==> src/odac_map.vh <==
// Constants for the octal DAC serial input block
`ifndef ODAC_MAP_VH
`define ODAC_MAP_VH
`define ODAC_WORD_BITS 16
`define ODAC_CNT_W 5
`define ODAC_CHANNELS 8
`define ODAC_DATA_W 12
// Word layout: bit 15 selects control, bits 14:12 address, 11:0 data
`define ODAC_CTRL_BIT 15
`define ODAC_ADDR_HI 14
`define ODAC_ADDR_LO 12
// Control word fields: group EFGH bits 3:2, group ABCD bits 1:0
`define ODAC_BUF_ABCD 0
`define ODAC_SUP_ABCD 1
`define ODAC_BUF_EFGH 2
`define ODAC_SUP_EFGH 3
// Reference source codes
`define ODAC_REF_UNBUF 2'h0
`define ODAC_REF_BUF 2'h1
`define ODAC_REF_SUPPLY 2'h2
// Fastest serial clock the host may use, in kHz
`define ODAC_SCLK_MAX_KHZ 30000
`endif

==> src/odac_sync2.v <==
// Two-flop synchroniser for one pin
`default_nettype none
module odac_sync2 (
    input wire mclk,
    input wire nrst,
    input wire pinIn,
    output reg pinSync
);
    reg stage1;

    // First stage feeds only the second
    always @(posedge mclk or negedge nrst) begin
        if (!nrst) begin
            stage1 <= 1'b0;
            pinSync <= 1'b0;
        end else begin
            stage1 <= pinIn;
            pinSync <= stage1;
        end
    end
endmodule
`default_nettype wire

==> src/odac_serial_input.v <==
// Serial write port and load control of an octal voltage DAC
//
// Behaviour
// Frame strobe falling arms clock and data inputs and the shift register.
// One bit per falling serial clock edge, sixteen bits per frame.
// Strobe rising before sixteenth edge aborts; nothing changes.
// After a complete word, clock and data are ignored until next frame.
// Load strobe low copies input registers into DAC registers.
// Load pulse updates all pending channels together.
// Host may hold load strobe low for pass-through updates.
// Each four-channel group picks buffered, unbuffered or supply reference.
// Host keeps serial clock at or below 30 MHz.
// Sixteenth edge decodes word into input register or control.
`default_nettype none
`include "odac_map.vh"
module odac_serial_input #(
    parameter DATA_W = `ODAC_DATA_W
) (
    input wire mclk,
    input wire nrst,
    input wire frameSync_n,
    input wire serialClk,
    input wire serialData,
    input wire load_strobe_n,
    output reg [8*DATA_W-1:0] dacCode,
    output reg [1:0] refSelAbcd,
    output reg [1:0] refSelEfgh,
    output reg wordDone,
    output reg frameAbort
);
    // One-hot frame states
    localparam ST_IDLE = 2'b01;
    localparam ST_SHIFT = 2'b10;
    // Bit counter value at the last bit of a word, and its step
    localparam [`ODAC_CNT_W-1:0] LAST_BIT = `ODAC_WORD_BITS - 1;
    localparam [`ODAC_CNT_W-1:0] CNT_STEP = 1;

    // Synchronised pin levels
    wire syncS;
    wire clkS;
    wire dinS;
    wire ldS;
    // Edge history and detected edges of the synchronised pins
    reg clkPrev;
    reg syncPrev;
    wire clkFall;
    wire syncFall;
    wire syncRise;
    // Frame sequencing and the shift register
    reg [1:0] state;
    reg [`ODAC_CNT_W-1:0] bitCnt;
    reg [`ODAC_WORD_BITS-1:0] shiftReg;
    reg wordStrobe;
    wire lastBit;
    wire [`ODAC_WORD_BITS-1:0] fullWord;
    // Fields of the captured word
    wire isCtrl;
    wire [2:0] wordAddr;
    wire [7:0] chanSel;
    // Stored words: input registers, new-data flags, control bits
    reg [8*DATA_W-1:0] inputReg;
    reg [7:0] pending;
    reg [3:0] ctrlBits;

    // Reference source from buffer bit and supply bit
    function [1:0] refSel;
        input bufBit;
        input supBit;
        begin
            if (supBit) begin
                refSel = `ODAC_REF_SUPPLY;
            end else if (bufBit) begin
                refSel = `ODAC_REF_BUF;
            end else begin
                refSel = `ODAC_REF_UNBUF;
            end
        end
    endfunction

    // One-hot channel select from a word's address field
    function [7:0] chanOneHot;
        input [2:0] addr;
        begin
            chanOneHot = 8'h01 << addr;
        end
    endfunction

    odac_sync2 uSync (.mclk(mclk), .nrst(nrst), .pinIn(frameSync_n),
        .pinSync(syncS));
    odac_sync2 uClk (.mclk(mclk), .nrst(nrst), .pinIn(serialClk),
        .pinSync(clkS));
    odac_sync2 uDin (.mclk(mclk), .nrst(nrst), .pinIn(serialData),
        .pinSync(dinS));
    odac_sync2 uLd (.mclk(mclk), .nrst(nrst), .pinIn(load_strobe_n),
        .pinSync(ldS));

    // Falling edges shift and open frames; a rising strobe ends one
    assign clkFall = clkPrev & ~clkS;
    assign syncFall = syncPrev & ~syncS;
    assign syncRise = ~syncPrev & syncS;
    // Next shift value, last-bit test and fields of the held word
    assign fullWord = {shiftReg[`ODAC_WORD_BITS-2:0], dinS};
    assign lastBit = (bitCnt == LAST_BIT);
    assign isCtrl = shiftReg[`ODAC_CTRL_BIT];
    assign wordAddr = shiftReg[`ODAC_ADDR_HI:`ODAC_ADDR_LO];
    assign chanSel = chanOneHot(wordAddr);

    // Edge history; reset levels equal the synchronisers' reset levels,
    // so a pin idling high shows a rise, never a false fall, after reset
    always @(posedge mclk or negedge nrst) begin
        if (!nrst) begin
            clkPrev <= 1'b0;
            syncPrev <= 1'b0;
        end else begin
            clkPrev <= clkS;
            syncPrev <= syncS;
        end
    end

    // Frame state machine and shift register
    always @(posedge mclk or negedge nrst) begin
        if (!nrst) begin
            state <= ST_IDLE;
            bitCnt <= {`ODAC_CNT_W{1'b0}};
            shiftReg <= 16'h0000;
            wordStrobe <= 1'b0;
            frameAbort <= 1'b0;
        end else begin
            wordStrobe <= 1'b0;
            frameAbort <= 1'b0;
            case (state)
                ST_IDLE: begin
                    if (syncFall) begin
                        state <= ST_SHIFT;
                        bitCnt <= {`ODAC_CNT_W{1'b0}};
                    end
                end
                ST_SHIFT: begin
                    if (syncRise) begin
                        state <= ST_IDLE;
                        frameAbort <= 1'b1;
                    end else if (clkFall) begin
                        shiftReg <= fullWord;
                        if (lastBit) begin
                            wordStrobe <= 1'b1;
                            state <= ST_IDLE;
                        end else begin
                            bitCnt <= bitCnt + CNT_STEP;
                        end
                    end
                end
                default: state <= ST_IDLE;
            endcase
        end
    end

    // Word decode into input registers and control bits
    always @(posedge mclk or negedge nrst) begin
        if (!nrst) begin
            inputReg <= {8*DATA_W{1'b0}};
            ctrlBits <= 4'h0;
        end else if (wordStrobe) begin
            if (isCtrl) begin
                ctrlBits <= shiftReg[3:0];
            end else begin
                inputReg[wordAddr*DATA_W +: DATA_W] <=
                    shiftReg[DATA_W-1:0];
            end
        end
    end

    // Per channel: new-data flag and DAC register
    genvar ch;
    generate
        for (ch = 0; ch < `ODAC_CHANNELS; ch = ch + 1) begin : gChan
            wire hit;
            assign hit = wordStrobe && !isCtrl && chanSel[ch];
            // Low load strobe copies channels holding new data; held low,
            // each fresh word follows one cycle after its input register.
            // A new word and a load in one cycle keep the flag set, so the
            // fresh code is copied on the next cycle instead of lost.
            always @(posedge mclk or negedge nrst) begin
                if (!nrst) begin
                    pending[ch] <= 1'b0;
                    dacCode[ch*DATA_W +: DATA_W] <= {DATA_W{1'b0}};
                end else begin
                    if (!ldS && pending[ch]) begin
                        dacCode[ch*DATA_W +: DATA_W] <=
                            inputReg[ch*DATA_W +: DATA_W];
                    end
                    if (hit) begin
                        pending[ch] <= 1'b1;
                    end else if (!ldS) begin
                        pending[ch] <= 1'b0;
                    end
                end
            end
        end
    endgenerate

    // Reference selection per four-channel group
    always @(posedge mclk or negedge nrst) begin
        if (!nrst) begin
            refSelAbcd <= `ODAC_REF_UNBUF;
            refSelEfgh <= `ODAC_REF_UNBUF;
        end else begin
            refSelAbcd <= refSel(ctrlBits[`ODAC_BUF_ABCD],
                ctrlBits[`ODAC_SUP_ABCD]);
            refSelEfgh <= refSel(ctrlBits[`ODAC_BUF_EFGH],
                ctrlBits[`ODAC_SUP_EFGH]);
        end
    end

    // Word-done pulse; rises with the input register write
    always @(posedge mclk or negedge nrst) begin
        if (!nrst) begin
            wordDone <= 1'b0;
        end else begin
            wordDone <= wordStrobe;
        end
    end
endmodule
`default_nettype wire

==> config.mk <==
export PLATFORM = sky130hd
export DESIGN_NAME = odac_serial_input
export DESIGN_NICKNAME = d
export VERILOG_FILES = /design/src/odac_sync2.v /design/src/odac_serial_input.v
export VERILOG_INCLUDE_DIRS = /design/src
export SDC_FILE = /design/constraint.sdc
export NUM_CORES = 1
export LEC_CHECK = 0
export BUFFER_PORTS_ARGS = -buffer_cell sky130_fd_sc_hd__buf_4
export CELL_PAD_IN_SITES_DETAIL_PLACEMENT = 2
export CELL_PAD_IN_SITES_GLOBAL_PLACEMENT = 2
export CORE_UTILIZATION = 41
export DETAILED_ROUTE_END_ITERATION = 7
export PLACE_DENSITY = 0.88
export SLEW_MARGIN = 20
export SYNTH_ARGS = -nofsm -noshare
export SYNTH_HDL_FRONTEND = slang
export SYNTH_SLANG_ARGS = --single-unit
==> constraint.sdc <==
create_clock -name mclk -period 4.1 [get_ports mclk]
set_input_delay 0.205 -clock mclk [delete_from_list [all_inputs] [get_ports mclk]]
set_output_delay 0.205 -clock mclk [all_outputs]
set_load 0.02 [all_outputs]
==> impl_metrics.env <==
export IMPL_drt_wirelength_per_cell_um=27.7
export IMPL_num_io_pins=108
export IMPL_crit_path_max_fanout=12
export IMPL_synthCells=794
export IMPL_final_period_utilization=0.996
export IMPL_endpoint="inputReg[8]"
export IMPL_track_usage=0.273
export IMPL_dr_pass1_iters=4
export IMPL_finalSetupViolCount=0
export IMPL_finish_net_count=937
export IMPL_fin_setup_tns_ns=0
export IMPL_end_kind="flop"
export IMPL_required_ns=4.51
export IMPL_post_route_util=0.503
export IMPL_coreArea_um2=25100
export IMPL_grt_start_max_net_pins=123
export IMPL_antenna_left=0
export IMPL_power_switching_mw=1.05
export IMPL_ys_types=57
export IMPL_die_h_um=162
export IMPL_tightest_slew_ns=1.07
export IMPL_fmax_mhz=245
export IMPL_reg2reg_depth=11
export IMPL_syn_area_per_cell_um2=13.2
export IMPL_htree_levels=1
export IMPL_synth_fp_nets=811
export IMPL_r2r_setup_slack_ns=0.01
export IMPL_crit_type="reg2reg"
export IMPL_multi_input_area_um2=4230
export IMPL_critPathLaunch="shiftReg[13]"
export IMPL_fin_crit_ns=4.09
export IMPL_place_inst=1217
export IMPL_syn_to_final_growth_pct=20.9
export IMPL_drcViolationCount=0
export IMPL_post_synth_top_area_cell="dfrtp_1"
export IMPL_leakage_nw=6.21
export IMPL_antenna_found_initial=0
export IMPL_rows=58
export IMPL_diodes=0
export IMPL_final_cells=1268
export IMPL_cts_buffers=26
export IMPL_p_comb_frac=0.018
export IMPL_netlist_area_um2=10400
export IMPL_totalWireLength_um=35200
export IMPL_num_vias=7391
export IMPL_ys_seq_area_frac=0.585
export IMPL_finClkSkew_ns=0.0224
export IMPL_ys_ff_latch=244
export IMPL_clock_sinks=244
export IMPL_grt_pass1_wl_um=53500
export IMPL_p_clk_frac=0.480
export IMPL_ys_flop_type="dfrtp_1"
export IMPL_yosysTopAreaCellShare=0.582
export IMPL_synth_area_leaders="dfrtp_1 (58%), mux2_2 (22%), nand2_1 (1.8%), o22ai_1 (1.5%), o21ai_0 (1.3%)"
export IMPL_gp_congestion=0.865
export IMPL_dpl_hpwl_um=22600
export IMPL_numPortBuffers=107
export IMPL_yosys_warnings=0
export IMPL_fillers=2439
export IMPL_die_x_um=162
export IMPL_critPathLaunchType="flop"
export IMPL_insertion_delay_ns=0.54
export IMPL_seqPwrFrac=0.502
export IMPL_grt_pass1_vias=8420
export IMPL_r2r_end="inputReg[8]"
export IMPL_reg2reg_from="shiftReg[13]"
export IMPL_root_buffer="clkbuf_16"
export IMPL_status="complete, no violations"
export IMPL_preCtsSetupSlack_ns=0.156
export IMPL_synth_edf_count=0
export IMPL_hold_class="in2async"
export IMPL_switching_share=0.216
export IMPL_die_area_um2=26100
export IMPL_drv_cap=0
export IMPL_ir_drop_v=0.000293
export IMPL_initial_core_util=0.416
export IMPL_hold_viol=0
export IMPL_total_power_mw=4.84
export IMPL_max_slew_margin=0.284
export IMPL_async_flop_share=1.00
export IMPL_regArea_um2=6110
export IMPL_tritoncts="done"
export IMPL_worstPathArrival_ns=4.49
export IMPL_overflow=0
export IMPL_routed_via_density=5.83
export IMPL_drtIter0Drc=498
export IMPL_clockBufferDepth=3
export IMPL_clk_pin_slew_ns=0.07
export IMPL_slew_viol_final=0
export IMPL_setup_ws_ns=0.0145
export IMPL_drive_above_1_share=0.412
export IMPL_power_density_nw_per_um2=383
export IMPL_p_int_mw=3.79
[timing repair]
action,CTS,global route
hold endpoints to repair,75,0
hold buffers,5,0
resized for setup,2,6
buffers inserted,0,0
setup endpoints to repair,8,36
[worst min path at each step]
stage,from,to,slack [ns],depth (start not counted)
2_1_floorplan,nrst,bitCnt[0],-0.09,0
3_3_place_gp,nrst,dacCode[54],0.21,1
3_5_place_dp,nrst,dacCode[54],0.21,1
4_1_cts,nrst,dacCode[53],0.24,2
5_1_grt,nrst,dacCode[85],0.26,2
6_report,nrst,dacCode[89],0.23,2
[cells in the final DEF, fill, tap and decap left out, drive strengths merged, types with 3 or more instances in the layout]
cell and count:
dfrtp 243, a21oi 16, or4 5, clkbuf 41, inv 12, buf 126, a32o 4, nand3 14
ha 10, nand2 52, or2 3, o21ai 28, nand4 5, a31oi 3, nor3 6, o22ai 26
mux2i 5, xor2 4, mux2 201, xnor2 5, and2 4, a21o 3, or3 9, and3 9
nor2 25, nand2b 11, dlygate4sd3 5, clkinv 4, nor2b 19, a22o 9
[sequential cells by signal (all words and copies together) (netlist names), 2 cells and up]
register    cells
dacCode        96
inputReg       96
shiftReg       16
pending         8
bitCnt          5
ctrlBits        4
refSelAbcd      2
refSelEfgh      2
state           2
[cell usage after synthesis (all sizes together) (3+ instances only)]
cell type and instances:
inv 12, and2 4, a31oi 3, o22ai 26, nand2b 11, nand4 5
or4 5, ha 10, xor2 4, nor3 6, nor2 25, nor2b 19
a21o 3, or3 9, nand3 14, and3 9, xnor2 5, a21oi 16
or2 3, buf 8, dfrtp 243, mux2i 5, a22o 9, clkbuf 25
nand2 52, o21ai 28, mux2 201, a32o 4
[worst max-delay path, stage by stage, from the launching register on]
cell and delay (ns):
dfrtp_1 0.50, ha_1 0.43, fa_2 0.60, inv_1 0.31
and3_1 0.25, ha_1 0.28, inv_1 0.17, buf_4 0.25
and3_1 0.18, nand3_1 0.13, a211oi_4 0.45, mux2_2 0.40
[final cells by class]
type / count / area share
tap: 330 / 0.0327
timing repair buffer: 131 / 0.0804
multi-input combinational: 505 / 0.334
sequential: 244 / 0.483
inverter: 12 / 0.00356
clock inverter: 5 / 0.00396
clock buffer: 41 / 0.0616
[logic make-up after synthesis]
kind of cell             Yosys count  share of synthesized area
XOR/XNOR                           9                    0.00934
multiplexers                     206                      0.221
buffers and inverters             45                     0.0165
adder cells (fa/ha/maj)           11                     0.0139
flip-flops                       244                      0.585
AND/OR/NAND/NOR                  171                     0.0859
AO/OA/AOI/OAI                    108                     0.0684
[routing by layer]
layer	vias to the layer above	wire, um	track usage
li1	3104	-	-
met5	-	0	0
met3	107	1840	0.0349
met4	0	1410	0.104
met2	284	18200	0.492
met1	3896	13800	0.331
[metrics by stage]
step	instance area (um2)	hold slack (ns)
3_5_place_dp	11700	0.209
4_1_cts	12600	0.239
5_1_grt	12600	0.264
6_report	12600	0.232
2_1_floorplan	10400	-0.0906
3_3_place_gp	11700	0.208
[power groups by stage]
| stage | logic, mW | clock network (mW) | registers, mW |
|---|---|---|---|
| 2_1_floorplan | 0.0225 | 0 | 2.47 |
| 3_3_place_gp | 0.0795 | 0 | 2.47 |
| 6_report | 0.0853 | 2.32 | 2.43 |
| 3_5_place_dp | 0.0831 | 0 | 2.48 |
| 4_1_cts | 0.0880 | 2.37 | 2.43 |
| 5_1_grt | 0.0956 | 2.45 | 2.43 |
Note: power is estimated with default switching activity, not from simulation.
